### config.mk
export PLATFORM = sky130hd
export DESIGN_NAME = pcs_serial_port
export DESIGN_NICKNAME = d
export VERILOG_FILES = /design/src/core/pcs_serial_port.v
export VERILOG_INCLUDE_DIRS = /design/src /design/src/core
export SDC_FILE = /design/constraint.sdc
export NUM_CORES = 1
export LEC_CHECK = 0
export ABC_AREA = 1
export ABC_CLOCK_PERIOD_IN_PS = 3270
export BUFFER_PORTS_ARGS = -buffer_cell sky130_fd_sc_hd__buf_2
export CAP_MARGIN = 25
export CELL_PAD_IN_SITES_DETAIL_PLACEMENT = 1
export CELL_PAD_IN_SITES_GLOBAL_PLACEMENT = 2
export CORE_MARGIN = 1
export CORE_UTILIZATION = 36
export CTS_BUF_LIST = sky130_fd_sc_hd__clkbuf_8
export DETAILED_ROUTE_END_ITERATION = 12
export GPL_TIMING_DRIVEN = 0
export PLACE_DENSITY_LB_ADDON = 0.1
export SYNTH_ARGS = -nofsm -noshare
export SYNTH_HDL_FRONTEND = slang
export SYNTH_SLANG_ARGS = --single-unit
### constraint.sdc
create_clock -name clock -period 3.27 [get_ports clock]
set_input_delay 0.4905 -clock clock [delete_from_list [all_inputs] [get_ports clock]]
set_output_delay 0.4905 -clock clock [all_outputs]
set_load 0.01 [all_outputs]
### src/core/pcs_port_regs.vh
// Operation
// - Receive sync frames receive words at 8 kHz
// - Receive sync may be asynchronous to transmit
// - ISDN modes: receive sync picks B1/B2
// - Receive clock held high selects link mode A
// - Receive clock held low selects GCI mode
// - Receive clock may run 64 to 4096 kHz
// - ISDN receive uses transmit sync and clock
// - Power-down input low powers the device down
// - Both syncs low with clocks running powers down
// - Transmit output high-impedance while powered down
// - Wake needs input high plus transmit sync pulses
// - Output stays off for two syncs after wake
// - Prescaler derives 256 kHz from master clock
// - Law select changes codes, never timing
// - Mu-law zero and full-scale code points
// - A-law zero and full-scale code points
// - Mu-law digital milliwatt eight-word sequence
// - A-law digital milliwatt eight-word sequence
// - Long sync: drive when sync and clock high
// - Long sync: release at later of LSB-middle, sync-low
// - Long sync is high over two falling edges
// - Long receive: eight falls, hand over ninth rise
// - Short sync is high over one falling edge
// - Link mode A needs three sync rises
`ifndef PCS_PORT_REGS_VH
`define PCS_PORT_REGS_VH

// ------------------------------------------------------------
// Register offsets
// ------------------------------------------------------------
`define PCS_CTRL_OFS        8'h00
`define PCS_TXWORD_OFS      8'h04
`define PCS_RXWORD_OFS      8'h08
`define PCS_STATUS_OFS      8'h0C
`define PCS_PRESCALE_OFS    8'h10

// ------------------------------------------------------------
// Fields and reset values
// ------------------------------------------------------------
`define PCS_CTRL_SRC_LSB    0
`define PCS_CTRL_SRC_MSB    1
`define PCS_CTRL_RST        2'h0
`define PCS_TXWORD_RST      8'hFF
`define PCS_SRC_REG         2'h0
`define PCS_SRC_MW          2'h1
`define PCS_SRC_ZERO        2'h2
`define PCS_SRC_FULL        2'h3

// ------------------------------------------------------------
// Code points
// ------------------------------------------------------------
`define PCS_MU_POS_FULL     8'h80
`define PCS_MU_POS_ZERO     8'hFF
`define PCS_A_POS_FULL      8'hAA
`define PCS_A_POS_ZERO      8'hD5
`define PCS_MU_MW_OUTER     7'h1E
`define PCS_MU_MW_INNER     7'h0B
`define PCS_A_MW_OUTER      7'h34
`define PCS_A_MW_INNER      7'h21

// ------------------------------------------------------------
// Slot timing in bit clock edges; mode and guard counts in sync rises
// ------------------------------------------------------------
`define PCS_LKA_B2_OFS      6'd10
`define PCS_GCI_B2_OFS      6'd16
`define PCS_WORD_BITS       6'd8
`define PCS_ISDN_SYNC_RISES 2'd2
`define PCS_GUARD_SYNCS     2'd2
`define PCS_PD_EDGES        16'd1024

`endif

### src/core/pcs_serial_port.v
`timescale 1ns/100ps
`include "pcs_port_regs.vh"

module pcs_serial_port #(
    parameter [15:0] PD_EDGES = `PCS_PD_EDGES
) (
    input  wire        clock,
    input  wire        nrst,
    input  wire        transmit_frame_sync,
    input  wire        transmit_bit_clock,
    input  wire        receive_frame_sync,
    input  wire        receive_bit_clock,
    input  wire        receive_pcm_in,
    input  wire        master_clock,
    input  wire        power_down_input_n,
    input  wire        companding_law_select,
    output reg         transmit_pcm_out,
    output reg         transmit_pcm_oe_n,
    output reg  [7:0]  rx_word,
    output reg         rx_word_strobe,
    input  wire        psel,
    input  wire        penable,
    input  wire        pwrite,
    input  wire [7:0]  paddr,
    input  wire [31:0] pwdata,
    output reg  [31:0] prdata,
    output reg         pready,
    output reg         pslverr
);

    localparam [3:0] MODE_LONG  = 4'h1;
    localparam [3:0] MODE_SHORT = 4'h2;
    localparam [3:0] MODE_LKA   = 4'h4;
    localparam [3:0] MODE_GCI   = 4'h8;

    // ------------------------------------------------------------
    // Functions
    // ------------------------------------------------------------
    function [7:0] law_code;
        input [1:0] src;
        input       mu;
        begin
            if (src == `PCS_SRC_ZERO) begin
                law_code = mu ? `PCS_MU_POS_ZERO : `PCS_A_POS_ZERO;
            end else begin
                law_code = mu ? `PCS_MU_POS_FULL : `PCS_A_POS_FULL;
            end
        end
    endfunction

    function [7:0] mw_code;
        input [2:0] ph;
        input       mu;
        reg         inner;
        begin
            inner = ph[1] ^ ph[0];
            if (mu) begin
                mw_code = {ph[2], inner ? `PCS_MU_MW_INNER : `PCS_MU_MW_OUTER};
            end else begin
                mw_code = {ph[2], inner ? `PCS_A_MW_INNER : `PCS_A_MW_OUTER};
            end
        end
    endfunction

    function [4:0] ratio_of;
        input [9:0] n;
        begin
            if (n >= 10'd448) begin
                ratio_of = 5'd16;
            end else if (n >= 10'd288) begin
                ratio_of = 5'd10;
            end else if (n >= 10'd224) begin
                ratio_of = 5'd8;
            end else if (n >= 10'd128) begin
                ratio_of = 5'd6;
            end else if (n >= 10'd48) begin
                ratio_of = 5'd2;
            end else begin
                ratio_of = 5'd1;
            end
        end
    endfunction

    // ------------------------------------------------------------
    // Pin edge detection
    // ------------------------------------------------------------
    reg tfs_p_q, bt_p_q, br_p_q, mc_p_q, rand_p_q;
    wire rx_and   = receive_frame_sync & receive_bit_clock;
    wire tfs_rise = transmit_frame_sync & ~tfs_p_q;
    wire bt_rise  = transmit_bit_clock & ~bt_p_q;
    wire bt_fall  = ~transmit_bit_clock & bt_p_q;
    wire br_rise  = receive_bit_clock & ~br_p_q;
    wire br_fall  = ~receive_bit_clock & br_p_q;
    wire br_edge  = receive_bit_clock ^ br_p_q;
    wire mc_rise  = master_clock & ~mc_p_q;

    always @(posedge clock or negedge nrst) begin
        if (!nrst) begin
            tfs_p_q  <= 1'b0;
            bt_p_q   <= 1'b0;
            br_p_q   <= 1'b0;
            mc_p_q   <= 1'b0;
            rand_p_q <= 1'b0;
        end else begin
            tfs_p_q  <= transmit_frame_sync;
            bt_p_q   <= transmit_bit_clock;
            br_p_q   <= receive_bit_clock;
            mc_p_q   <= master_clock;
            rand_p_q <= rx_and;
        end
    end

    // ------------------------------------------------------------
    // Mode selection
    // ------------------------------------------------------------
    // A static receive clock over three transmit sync rises moves the pins into
    // an ISDN mode; any receive clock edge returns to frame sync timing.
    reg [1:0] still_cnt_q;
    reg       lka_q, gci_q, long_q;
    reg [1:0] fs_hi_q;
    wire      isdn = lka_q | gci_q;
    wire      b2   = receive_frame_sync;

    always @(posedge clock or negedge nrst) begin
        if (!nrst) begin
            still_cnt_q <= 2'd0;
            lka_q       <= 1'b0;
            gci_q       <= 1'b0;
        end else if (br_edge) begin
            still_cnt_q <= 2'd0;
            lka_q       <= 1'b0;
            gci_q       <= 1'b0;
        end else if (tfs_rise) begin
            if (still_cnt_q != `PCS_ISDN_SYNC_RISES) begin
                still_cnt_q <= still_cnt_q + 2'd1;
            end else begin
                lka_q <= receive_bit_clock;
                gci_q <= ~receive_bit_clock;
            end
        end
    end

    // Sync width is judged per frame and steers the next frame on both paths.
    always @(posedge clock or negedge nrst) begin
        if (!nrst) begin
            fs_hi_q <= 2'd0;
            long_q  <= 1'b0;
        end else if (bt_fall) begin
            if (transmit_frame_sync) begin
                fs_hi_q <= (fs_hi_q == 2'd2) ? 2'd2 : fs_hi_q + 2'd1;
            end else if (fs_hi_q != 2'd0) begin
                long_q  <= (fs_hi_q == 2'd2);
                fs_hi_q <= 2'd0;
            end
        end
    end

    wire [3:0] mode = lka_q ? MODE_LKA : gci_q ? MODE_GCI : long_q ? MODE_LONG : MODE_SHORT;

    // ------------------------------------------------------------
    // Power control
    // ------------------------------------------------------------
    reg        pwr_up_q, mc_seen_q;
    reg [1:0]  guard_q;
    reg [15:0] low_cnt_q;

    always @(posedge clock or negedge nrst) begin
        if (!nrst) begin
            pwr_up_q  <= 1'b1;
            guard_q   <= 2'd0;
            low_cnt_q <= 16'd0;
            mc_seen_q <= 1'b0;
        end else begin
            if (mc_rise) begin
                mc_seen_q <= 1'b1;
            end else if (bt_rise) begin
                mc_seen_q <= 1'b0;
            end
            if (transmit_frame_sync | receive_frame_sync) begin
                low_cnt_q <= 16'd0;
            end else if (bt_rise && mc_seen_q && low_cnt_q != PD_EDGES) begin
                low_cnt_q <= low_cnt_q + 16'd1;
            end
            if (!power_down_input_n) begin
                pwr_up_q <= 1'b0;
            end else if (low_cnt_q == PD_EDGES) begin
                pwr_up_q <= 1'b0;
            end else if (!pwr_up_q && tfs_rise && bt_p_q != transmit_bit_clock) begin
                pwr_up_q <= 1'b1;
            end else if (!pwr_up_q && tfs_rise && mc_seen_q) begin
                pwr_up_q <= 1'b1;
            end
            if (!pwr_up_q) begin
                guard_q <= 2'd0;
            end else if (tfs_rise && guard_q != `PCS_GUARD_SYNCS) begin
                guard_q <= guard_q + 2'd1;
            end
        end
    end

    // ------------------------------------------------------------
    // Master clock prescaler
    // ------------------------------------------------------------
    reg [9:0] mc_cnt_q;
    reg [4:0] ratio_q, seq_cnt_q;
    reg [7:0] ticks_q, ticks_frame_q;

    always @(posedge clock or negedge nrst) begin
        if (!nrst) begin
            mc_cnt_q      <= 10'd0;
            ratio_q       <= 5'd1;
            seq_cnt_q     <= 5'd0;
            ticks_q       <= 8'd0;
            ticks_frame_q <= 8'd0;
        end else if (tfs_rise) begin
            ratio_q       <= ratio_of(mc_cnt_q);
            mc_cnt_q      <= 10'd0;
            seq_cnt_q     <= 5'd0;
            ticks_frame_q <= ticks_q;
            ticks_q       <= 8'd0;
        end else if (mc_rise && pwr_up_q) begin
            if (mc_cnt_q != 10'h3FF) begin
                mc_cnt_q <= mc_cnt_q + 10'd1;
            end
            if (seq_cnt_q + 5'd1 >= ratio_q) begin
                seq_cnt_q <= 5'd0;
                ticks_q   <= ticks_q + 8'd1;
            end else begin
                seq_cnt_q <= seq_cnt_q + 5'd1;
            end
        end
    end

    // ------------------------------------------------------------
    // Transmit slot engine
    // ------------------------------------------------------------
    reg  [1:0] src_q;
    reg  [7:0] tx_reg_q, tx_sh_q;
    reg  [2:0] mw_ph_q;
    reg  [5:0] k_q;
    reg        tx_act_q, arm_q, started_q, lsb_done_q, drv_ok_q;
    wire [5:0] off  = !b2 ? 6'd0 : lka_q ? `PCS_LKA_B2_OFS : gci_q ? `PCS_GCI_B2_OFS : 6'd0;
    wire [5:0] span = gci_q ? (`PCS_WORD_BITS << 1) : `PCS_WORD_BITS;
    wire [5:0] k_nx = k_q + 6'd1;
    wire [5:0] rel  = k_nx - 6'd1 - off;
    wire [5:0] relc = k_q - 6'd1 - off;
    wire       in_slot_nx = (k_nx > off) && (rel < span);
    wire       in_slot    = (k_q > off) && (relc < span);
    wire       tx_start   = !tx_act_q && pwr_up_q &&
                            ((long_q || gci_q) && !isdn ? (transmit_frame_sync & transmit_bit_clock & !started_q) :
                             gci_q ? (transmit_frame_sync & transmit_bit_clock & !started_q) :
                             (arm_q & bt_rise));
    // The law pin only picks code points; the slot timing below ignores it.
    wire [7:0] tx_src = (src_q == `PCS_SRC_REG) ? tx_reg_q :
                        (src_q == `PCS_SRC_MW)  ? mw_code(mw_ph_q, companding_law_select) :
                        law_code(src_q, companding_law_select);

    always @(posedge clock or negedge nrst) begin
        if (!nrst) begin
            tx_act_q          <= 1'b0;
            arm_q             <= 1'b0;
            started_q         <= 1'b0;
            lsb_done_q        <= 1'b0;
            drv_ok_q          <= 1'b0;
            k_q               <= 6'd0;
            tx_sh_q           <= 8'h00;
            mw_ph_q           <= 3'd0;
            transmit_pcm_out  <= 1'b0;
            transmit_pcm_oe_n <= 1'b1;
        end else if (!pwr_up_q) begin
            tx_act_q          <= 1'b0;
            arm_q             <= 1'b0;
            transmit_pcm_oe_n <= 1'b1;
        end else begin
            if (!transmit_frame_sync) begin
                started_q <= 1'b0;
            end
            if (bt_fall) begin
                arm_q <= transmit_frame_sync & !tx_act_q;
            end
            if (tx_start) begin
                tx_act_q   <= 1'b1;
                started_q  <= 1'b1;
                arm_q      <= 1'b0;
                lsb_done_q <= 1'b0;
                drv_ok_q   <= (guard_q == `PCS_GUARD_SYNCS);
                k_q        <= 6'd1;
                if (src_q == `PCS_SRC_MW) begin
                    mw_ph_q <= mw_ph_q + 3'd1;
                end
                if (off == 6'd0) begin
                    tx_sh_q           <= {tx_src[6:0], 1'b0};
                    transmit_pcm_out  <= tx_src[7];
                    transmit_pcm_oe_n <= ~(guard_q == `PCS_GUARD_SYNCS);
                end else begin
                    tx_sh_q <= tx_src;
                end
            end else if (tx_act_q) begin
                if (bt_rise && k_q != 6'h3F) begin
                    k_q <= k_nx;
                    if (in_slot_nx && (!gci_q || !rel[0])) begin
                        transmit_pcm_out  <= tx_sh_q[7];
                        tx_sh_q           <= {tx_sh_q[6:0], 1'b0};
                        transmit_pcm_oe_n <= ~drv_ok_q;
                    end
                end
                if (bt_fall && k_q == off + span) begin
                    lsb_done_q <= 1'b1;
                end
                // Long sync holds the line until the later of LSB middle and sync low.
                if (lsb_done_q && (!long_q || isdn || !transmit_frame_sync)) begin
                    tx_act_q          <= 1'b0;
                    transmit_pcm_oe_n <= 1'b1;
                end
            end
        end
    end

    // ------------------------------------------------------------
    // Receive path
    // ------------------------------------------------------------
    // Frame sync modes time the receive side from the receive pins, with no assumed phase to
    // the transmit side (only long/short comes from transmit sync); ISDN modes reuse the transmit slot counter.
    reg  [7:0] rx_sh_q;
    reg  [3:0] rx_cnt_q;
    reg        rx_run_q, rx_rearm_q, rx_new_q;
    wire       rd_rx;

    always @(posedge clock or negedge nrst) begin
        if (!nrst) begin
            rx_sh_q        <= 8'h00;
            rx_cnt_q       <= 4'd0;
            rx_run_q       <= 1'b0;
            rx_rearm_q     <= 1'b1;
            rx_word        <= 8'h00;
            rx_word_strobe <= 1'b0;
            rx_new_q       <= 1'b0;
        end else begin
            rx_word_strobe <= 1'b0;
            if (!receive_frame_sync) begin
                rx_rearm_q <= 1'b1;
            end
            if (!pwr_up_q) begin
                rx_run_q <= 1'b0;
                rx_cnt_q <= 4'd0;
            end else if (isdn) begin
                if (bt_fall && tx_act_q && in_slot && (!gci_q || relc[0])) begin
                    rx_sh_q  <= {rx_sh_q[6:0], receive_pcm_in};
                    rx_cnt_q <= rx_cnt_q + 4'd1;
                    if (rx_cnt_q == 4'd7) begin
                        rx_word        <= {rx_sh_q[6:0], receive_pcm_in};
                        rx_word_strobe <= 1'b1;
                    end
                end else if (tx_start) begin
                    rx_cnt_q <= 4'd0;
                end
            end else if (!rx_run_q) begin
                if (long_q && rx_and && !rand_p_q && rx_rearm_q) begin
                    rx_run_q   <= 1'b1;
                    rx_rearm_q <= 1'b0;
                    rx_cnt_q   <= 4'd0;
                end else if (!long_q && br_fall && receive_frame_sync && rx_rearm_q) begin
                    rx_run_q   <= 1'b1;
                    rx_rearm_q <= 1'b0;
                    rx_cnt_q   <= 4'd0;
                end
            end else begin
                if (br_fall && rx_cnt_q != 4'd8) begin
                    rx_sh_q  <= {rx_sh_q[6:0], receive_pcm_in};
                    rx_cnt_q <= rx_cnt_q + 4'd1;
                end
                if (br_rise && rx_cnt_q == 4'd8) begin
                    rx_word        <= rx_sh_q;
                    rx_word_strobe <= 1'b1;
                    rx_run_q       <= 1'b0;
                end
            end
            if (rx_word_strobe) begin
                rx_new_q <= 1'b1;
            end else if (rd_rx) begin
                rx_new_q <= 1'b0;
            end
        end
    end

    // ------------------------------------------------------------
    // APB slave
    // ------------------------------------------------------------
    // One wait state: pready rises at the end of the first access cycle, so writes land
    // and read data is sampled at the second access edge.
    wire acc  = psel & penable & pready;
    assign rd_rx = acc & ~pwrite & (paddr == `PCS_RXWORD_OFS);

    always @(posedge clock or negedge nrst) begin
        if (!nrst) begin
            src_q    <= `PCS_CTRL_RST;
            tx_reg_q <= `PCS_TXWORD_RST;
            prdata   <= 32'h0000_0000;
            pready   <= 1'b0;
            pslverr  <= 1'b0;
        end else begin
            pready  <= psel & penable & ~pready;
            pslverr <= 1'b0;
            prdata  <= 32'h0000_0000;
            if (psel && penable && !pready) begin
                if (paddr == `PCS_CTRL_OFS) begin
                    prdata <= {30'h0, src_q};
                end else if (paddr == `PCS_TXWORD_OFS) begin
                    prdata <= {24'h0, tx_reg_q};
                end else if (paddr == `PCS_RXWORD_OFS) begin
                    prdata <= {24'h0, rx_word};
                end else if (paddr == `PCS_STATUS_OFS) begin
                    prdata <= {24'h0, companding_law_select, rx_new_q,
                               guard_q == `PCS_GUARD_SYNCS, pwr_up_q, mode};
                end else if (paddr == `PCS_PRESCALE_OFS) begin
                    prdata <= {16'h0, ticks_frame_q, 3'h0, ratio_q};
                end else begin
                    pslverr <= 1'b1;
                end
            end
            if (acc && pwrite) begin
                if (paddr == `PCS_CTRL_OFS) begin
                    src_q <= pwdata[`PCS_CTRL_SRC_MSB:`PCS_CTRL_SRC_LSB];
                end else if (paddr == `PCS_TXWORD_OFS) begin
                    tx_reg_q <= pwdata[7:0];
                end
            end
        end
    end

endmodule // pcs_serial_port

# After elaboration in Yosys (flattened, before gate mapping)
# Cells that the tools add are included.
dict set report op_classes {
  addsub 15
  n_mux 134
  n_eq_ne 35
  magnitude_cmp 10
  bitwise_logic 32
  reduce_logical 84
}
# cell n
set op_table {}
lappend op_table {{two-way mux 8 bit} 19}
lappend op_table {{two-way mux 16 bit} 6}
lappend op_table {{two-way mux 1 bit} 64}
lappend op_table {{two-way mux 32 bit} 2}
lappend op_table {{two-way mux 5 bit} 10}
lappend op_table {{two-way mux 4 bit} 12}
lappend op_table {{two-way mux 6 bit} 6}
lappend op_table {{nonzero test 2 bit} 17}
lappend op_table {{logical AND 1 bit} 30}
lappend op_table {{two-way mux 10 bit} 3}
lappend op_table {{greater-or-equal comparator 10 x 8 -> 1 bit (second input constant)} 2}
lappend op_table {{greater-or-equal comparator 10 x 9 -> 1 bit (second input constant)} 2}
lappend op_table {{two-way mux 2 bit} 10}
lappend op_table {{AND reduction 3 bit} 6}
lappend op_table {{adder 16 x 1 -> 16 bit (second input constant)} 1}
lappend op_table {{bitwise AND 1 bit} 16}
lappend op_table {{equality test 16 x 11 -> 1 bit (second input constant)} 1}
lappend op_table {{equality test 8 x 4 -> 1 bit (second input constant)} 2}
lappend op_table {{!= test 16 x 11 -> 1 bit (second input constant)} 1}
lappend op_table {{AND reduction 2 bit} 8}
lappend op_table {{> comparator 6 x 5 -> 1 bit} 2}
lappend op_table {{< comparator 6 x 5 -> 1 bit} 2}
lappend op_table {{!= test 4 x 1 -> 1 bit (second input constant)} 3}
lappend op_table {{NOT 1 bit} 12}
lappend op_table {{41 further kinds} 73}
dict set report word_totals {
  elab_cells 351
  in_bits 53
  out_inout_bits 45
  ff_bits 160
}

# Depth between registers and ports, before layout
dict set report logic_depth {
  ltp_word 13
  mapped_depth 20
}

# Worst setup path after synthesis
# No wires, ideal clock.
dict set report synth_timing {
  path_kind {input to register}
  from {input receive_frame_sync}
  to {register rx_sh_q[6]}
  cell_stages 17
  arrival_time_ns 2.762
  required_time_ns 3.149
  path_slack_ns 0.388
  cell_sequence {clkbuf_1 -> nand2_1 -> ha_1 -> inv_1 -> o21bai_2 -> a31oi_1 -> xor2_1 -> ha_1 -> nor3b_1 -> nand2_1 -> a21oi_1 -> nand2_2 -> nand2_2 -> nand3_2 -> buf_6 -> nand2_1 -> o21ai_1}
}
dict set report synth_between {
  elab_chain_cells 8
  word_cells_on_any_way 10
}
# element line_no
set synth_rtl {}
lappend synth_rtl {{from (decl)} pcs_serial_port.v:11} ;# input wire receive_frame_sync,
lappend synth_rtl {{two-way mux 5 bit (*)} pcs_serial_port.v:242} ;# wire [5:0] off = !b2 ? 6'd0 : lka_q ? `PCS_LKA_B2_OFS : gci_q ? `PCS_GCI_B2_OFS : 6'd0;
lappend synth_rtl {{subtractor 6 x 5 -> 6 bit} pcs_serial_port.v:246} ;# wire [5:0] relc = k_q - 6'd1 - off;
lappend synth_rtl {{< comparator 6 x 5 -> 1 bit} pcs_serial_port.v:248} ;# wire in_slot = (k_q > off) && (relc < span);
lappend synth_rtl {{logical AND 1 bit} pcs_serial_port.v:248}
lappend synth_rtl {{logical AND 1 bit} pcs_serial_port.v:347} ;# if (bt_fall && tx_act_q && in_slot && (!gci_q || relc[0])) begin
lappend synth_rtl {{logical AND 1 bit (*)} pcs_serial_port.v:347}
lappend synth_rtl {{!= test 2 x 1 -> 1 bit (no source line) (*)} n/a}
lappend synth_rtl {{AND reduction 4 bit (no source line) (*)} n/a}
lappend synth_rtl {{to (signal assigned)} pcs_serial_port.v:348} ;# rx_sh_q <= {rx_sh_q[6:0], receive_pcm_in};
lappend synth_rtl {{to (signal assigned)} pcs_serial_port.v:369} ;# rx_sh_q <= {rx_sh_q[6:0], receive_pcm_in};
lappend synth_rtl {{to (decl)} pcs_serial_port.v:324} ;# reg [7:0] rx_sh_q;
# Mark *: on every way between the ends. The rest lies on a longest branch, timed or not.
# A chain may end at the register's enable or synchronous reset.

# Final worst setup path
dict set report layout_timing {
  from {register k_q[0]}
  to {register tx_sh_q[5]}
}
dict set report layout_between {
  elab_chain_cells 8
  word_cells_on_any_way 14
}
# element line_no
set layout_rtl {}
lappend layout_rtl {{from (decl)} pcs_serial_port.v:240} ;# reg [5:0] k_q;
lappend layout_rtl {{from (signal assigned)} pcs_serial_port.v:300} ;# k_q <= k_nx;
lappend layout_rtl {{adder 6 x 1 -> 6 bit} pcs_serial_port.v:244} ;# wire [5:0] k_nx = k_q + 6'd1;
lappend layout_rtl {{subtractor 6 x 1 -> 6 bit} pcs_serial_port.v:245} ;# wire [5:0] rel = k_nx - 6'd1 - off;
lappend layout_rtl {{subtractor 6 x 5 -> 6 bit} pcs_serial_port.v:245}
lappend layout_rtl {{< comparator 6 x 5 -> 1 bit or zero test 1 bit (tied branches)} {pcs_serial_port.v:247, pcs_serial_port.v:301}}
lappend layout_rtl {{logical AND 1 bit or logical OR 1 bit (tied branches)} {pcs_serial_port.v:247, pcs_serial_port.v:301}}
lappend layout_rtl {{logical AND 1 bit} pcs_serial_port.v:301} ;# if (in_slot_nx && (!gci_q || !rel[0])) begin
lappend layout_rtl {{nonzero test 2 bit (no source line)} n/a}
lappend layout_rtl {{AND reduction 4 bit (no source line) (*)} n/a}
lappend layout_rtl {{to (signal assigned)} pcs_serial_port.v:292} ;# tx_sh_q <= {tx_src[6:0], 1'b0};
lappend layout_rtl {{to (signal assigned)} pcs_serial_port.v:296} ;# tx_sh_q <= tx_src;
lappend layout_rtl {{to (signal assigned)} pcs_serial_port.v:303} ;# tx_sh_q <= {tx_sh_q[6:0], 1'b0};
lappend layout_rtl {{to (decl)} pcs_serial_port.v:238} ;# reg [7:0] tx_reg_q, tx_sh_q;
# Marks and branches as above.

==> results_tabular.tex <==
\begin{tabular}{lr}
\hline
Metric & Value \\
\hline
\multicolumn{2}{l}{\textbf{Floorplanning}} \\
\quad Die Y-Extent & around 150 microns \\
\quad Initial Utilization & between 30\% and 40\% \\
\quad Area enclosed by the die boundary & approximately 23000 sq um \\
\quad Number of primary I/O pins & around 100 \\
\quad Site Rows & between 50 and 60 \\
\quad Floorplan core area & about 22000 sq um \\
\quad Overall die width & around 150 microns \\
\multicolumn{2}{l}{\textbf{Cells and area}} \\
\quad Fin nets & 1219 \\
\quad Finished layout cell area & roughly 9400 sq um \\
\quad Storage element area & 3620 sq um \\
\quad Proportion of layout cells with a drive suffix above 1 & roughly 16\% \\
\quad Area used by multi-input combinational logic & $\sim$3800 sq um \\
\quad Area growth, synth to finish & 14.8\% \\
\quad Antenna cell count & 0 \\
\quad Filler Cell Count & 2753 \\
\multicolumn{2}{l}{\textbf{Timing}} \\
\quad Worst slew slack as a fraction of its limit & between 40\% and 50\% \\
\quad Number of slew-limit violations in the final report & 0 \\
\quad Setup TNS & 0 ns \\
\quad Post-route clock skew & between 0.02 and 0.025 ns \\
\quad Setup slack of the critical path after layout & roughly 0.23 ns \\
\quad Period Utilization, post-route & 92.8\% \\
\quad Min Tclk post-route & 3.04 ns \\
\quad Slew at the pin closest to its max-slew limit & about 0.78 ns \\
\quad Setup-violating endpoint count in the final report & 0 \\
\quad Achievable Freq & 329 MHz \\
\quad Final Hold Vio Count & 0 \\
\multicolumn{2}{l}{\textbf{Job}} \\
\quad Max capacitance violation total & 0 \\
\multicolumn{2}{l}{\textbf{Drt}} \\
\quad \# DRC & 0 \\
\quad Remaining number of nets flagged by the antenna check after routing & 0 \\
\quad Number of optimization iterations in the first detailed-route pass & 4 \\
\quad DRT Wirelength & between 20000 and 25000 microns \\
\quad Routed vias & $\sim$7000 \\
\quad Per-cell via count in the routed design & slightly below 5 \\
\quad Routed wire per std cell & 15.4 microns \\
\quad Number of DRC markers after the initial detailed-route iteration & 297 \\
\multicolumn{2}{l}{\textbf{Power and ir drop}} \\
\quad Pwr/cell area & approximately 560 nW/um\^{}2 \\
\quad Highest ir drop seen on vdd & 0.000266 V \\
\quad Static power due to leakage & $\sim$4.6 nW \\
\multicolumn{2}{l}{\textbf{Placed design}} \\
\quad Placed cell areas & 8940 sq um \\
\quad Routability Congestion & just over 0.8 \\
\quad Worst Setup Slack post-DPL & -0.344 ns \\
\quad Number of buffers added on ports & 56 \\
\quad Post-detail-place hpwl & $\sim$16000 microns \\
\multicolumn{2}{l}{\textbf{Clock tree}} \\
\quad Root Driver & sky130\_fd\_sc\_hd\_\_clkbuf\_8 \\
\quad CTS sink cnt & approximately 140 \\
\quad Later-pin clock latency in the skew report & between 0.4 and 0.5 ns \\
\quad Total CTS buffers & 17 \\
\quad Htree depth & 4 \\
\quad Buffer levels on the longest clock path & 2 \\
\quad CTS tree & built \\
\quad Clock transition time at the flip-flop clock pins of the worst setup and hold paths & roughly 0.090 ns \\
\multicolumn{2}{l}{\textbf{Logic synthesis}} \\
\quad Synth top area cells & sky130\_fd\_sc\_hd\_\_dfrtp\_1 40\%, sky130\_fd\_sc\_hd\_\_nand2\_1 9.6\%, sky130\_fd\_sc\_hd\_\_inv\_1 7.2\% \\
\quad Fraction of post-synthesis cell area in the top cell type by area & about two fifths \\
\quad Number of flip-flops and latches in the synthesized netlist & approximately 140 \\
\quad Leading area contributor after synthesis & sky130\_fd\_sc\_hd\_\_dfrtp\_1 \\
\quad Gate count after technology mapping & about 1000 \\
\quad Share of flip-flops with an asynchronous set or reset & between 90\% and 100\% \\
\quad Number of warnings reported in the yosys synthesis log & 0 \\
\quad Synthesized cell area & 8220 sq um \\
\quad Number of enable flip-flop cells after synthesis & 0 \\
\quad Yosys cell types & 53 \\
\quad Most instantiated cells after synthesis & 211 x sky130\_fd\_sc\_hd\_\_nand2\_1, 158 x sky130\_fd\_sc\_hd\_\_inv\_1, 132 x sky130\_fd\_sc\_hd\_\_dfrtp\_1 \\
\quad Most used DFF post-synth & sky130\_fd\_sc\_hd\_\_dfrtp\_1 \\
\quad Syn\_area\_per\_cell & about 8.0 sq um \\
\quad Sequential element share of the synthesized area & around 44\% \\
\quad Most used standard cell by instance count after synthesis & sky130\_fd\_sc\_hd\_\_nand2\_1 \\
\multicolumn{2}{l}{\textbf{Worst setup path}} \\
\quad Critical path class & flip-flop to flip-flop \\
\quad Worst path buffer plus inverter count & 4 \\
\quad Worst reg-to-reg setup slack & around 0.23 ns \\
\quad Startpoint kind of the worst setup timing path & flip-flop \\
\quad Worst-path maximum fanout & 10 \\
\quad Crit path required time & approximately 3.7 ns \\
\quad Arrival time reported for the critical path endpoint & $\sim$3.4 ns \\
\quad Critical path cell sequence & buf\_6 -> nand3\_1 -> xor2\_1 -> inv\_1 -> ha\_2 -> nand2\_1 -> a211oi\_2 -> nor2\_1 -> xnor2\_1 -> ha\_1 -> inv\_1 -> nand2\_1 -> nand2\_1 -> nand2\_1 -> nor2\_2 -> nand3\_4 -> nand2\_4 -> buf\_6 -> nand2\_1 -> o21ai\_2 \\
\quad Most Frequent Cell on Critical Path & sky130\_fd\_sc\_hd\_\_nand2\_1 \\
\quad Max stage delay on crit path & about 0.43 ns \\
\quad Worst path top cell family by delay & simple AND/OR/NAND/NOR gates \\
\quad Capturing element type of the critical path & flip-flop \\
\quad Cell at the slowest stage of the critical path & sky130\_fd\_sc\_hd\_\_dfrtp\_1 \\
\multicolumn{2}{l}{\textbf{Global route}} \\
\quad Overall fraction of global-route tracks in use & 19.7\% \\
\quad Number of antenna violations at the first check in global routing & 1 \\
\quad Vias in the first global route & between 7000 and 8000 \\
\quad Total grt overflow & 0 \\
\quad Pin count of the biggest net entering global routing & a little over 100 \\
\quad Wire length of the first global-routing pass & $\sim$37000 microns \\
\multicolumn{2}{l}{\textbf{Hold path}} \\
\quad Classification of the worst-slack hold path & primary input to flip-flop \\
\multicolumn{2}{l}{\textbf{Outcome}} \\
\quad Run status & complete, no violations \\
\hline
\end{tabular}
[final cells by class]
| type | instances | share of cell area [%] |
|---|---|---|
| inverter | 164 | 6.56 |
| timing repair buffer | 63 | 4.00 |
| tap | 280 | 3.71 |
| clock buffer | 17 | 2.48 |
| sequential | 144 | 38.4 |
| clock inverter | 15 | 1.58 |
| multi-input combinational | 699 | 40.8 |
| buffer | 38 | 2.53 |
[report_power, final]
part           internal [mW]  switching [mW]
clock network          0.624           0.810
registers               2.02           0.180
logic                  0.632            1.00
[through the flow]
stage	instances	utilization, %	power, mW	hold WS (ns)
floorplan	1045	-	3.35	0.195
global placement	1381	40.3	3.74	0.450
detailed placement	1382	40.5	3.78	0.423
CTS	1415	42.3	5.23	0.146
global route	1420	42.7	5.68	0.149
finish	1420	42.7	5.27	0.176
[registers in the layout, summed over array words and instances, names as in the netlist, 2 cells and up]
register,cells
ticks_frame_q,8
guard_q,2
fs_hi_q,2
ticks_q,8
src_q,2
rx_sh_q,8
rx_word,8
rx_cnt_q,4
prdata,16
tx_sh_q,8
seq_cnt_q,5
low_cnt_q,16
k_q,6
tx_reg_q,8
mw_ph_q,3
mc_cnt_q,10
still_cnt_q,2
ratio_q,5
[repair_timing]
action,CTS,global route
endpoints found under the hold margin,36,0
gates resized for setup,1,13
buffers inserted,0,5
endpoints found under the setup margin,15,30
hold buffers,1,0
[cells by family (layout without fill, tap and decap cells)]
kind of cell | Yosys count | count (layout) | share of synthesized area [%]
and+or+nand+nor | 421 | 421 | 22.8
DFF | 144 | 144 | 44.0
AOI/OAI and AO/OA | 192 | 192 | 13.3
xor gates and xnor gates | 27 | 27 | 2.88
muxes | 4 | 4 | 0.548
other | 1 | 16 | 0.0456
buffers and inverters | 202 | 297 | 10.3
adders and majority gates | 39 | 39 | 6.03
[path summary, 6_finish.rpt]
path / end / startpoint / depth (start not counted)
min in group asynchronous: k_q[0]$_DFFE_PN0P_ / nrst / 2
worst min register to register: transmit_pcm_out$_DFFE_PN0P_ / transmit_pcm_out$_DFFE_PN0P_ / 2
worst min-delay path: mc_p_q$_DFF_PN0_ / master_clock / 1
worst max register to register: tx_sh_q[5]$_DFFE_PN0P_ / k_q[0]$_DFFE_PN0P_ / 20
worst max-delay path: tx_sh_q[5]$_DFFE_PN0P_ / k_q[0]$_DFFE_PN0P_ / 20
max in group asynchronous: rx_sh_q[1]$_DFFE_PN0P_ / nrst / 3
[cell usage in the layout, fill, tap and decap left out, types with 4 or more instances in the layout]
cell type,Yosys,routed
sky130_fd_sc_hd__nand2_1,211,209
sky130_fd_sc_hd__inv_1,158,157
sky130_fd_sc_hd__dfrtp_1,132,130
sky130_fd_sc_hd__o21ai_0,102,102
sky130_fd_sc_hd__nor2_1,75,73
sky130_fd_sc_hd__buf_2,3,58
sky130_fd_sc_hd__nand3_1,57,57
sky130_fd_sc_hd__ha_1,38,36
sky130_fd_sc_hd__a21oi_1,32,32
sky130_fd_sc_hd__nor3_1,24,24
sky130_fd_sc_hd__xor2_1,22,22
sky130_fd_sc_hd__buf_4,19,22
sky130_fd_sc_hd__nand4_1,19,19
sky130_fd_sc_hd__clkbuf_8,0,17
sky130_fd_sc_hd__conb_1,1,16
sky130_fd_sc_hd__clkbuf_1,13,12
sky130_fd_sc_hd__o22ai_1,12,12
sky130_fd_sc_hd__dfstp_2,12,12
sky130_fd_sc_hd__o21ai_1,9,9
sky130_fd_sc_hd__o211ai_1,8,8
sky130_fd_sc_hd__nand2_2,5,7
sky130_fd_sc_hd__nand3b_1,7,7
sky130_fd_sc_hd__o21ai_2,6,6
sky130_fd_sc_hd__nor4_1,6,6
sky130_fd_sc_hd__or2_2,6,6
sky130_fd_sc_hd__inv_6,0,6
sky130_fd_sc_hd__xnor2_1,5,5
sky130_fd_sc_hd__clkinvlp_4,0,5
sky130_fd_sc_hd__inv_2,5,5
sky130_fd_sc_hd__nor2_2,2,4
sky130_fd_sc_hd__mux2_2,4,4
[layer usage]
layer	track usage [%]	wire length (microns)	part of all wire [%]
met5	0	0	0
met1	27.5	11000	50
met4	5.53	252	1.2
met2	31.5	10200	46
met3	2.92	493	2.3
No activity file was read; power rests on OpenSTA's default activity.
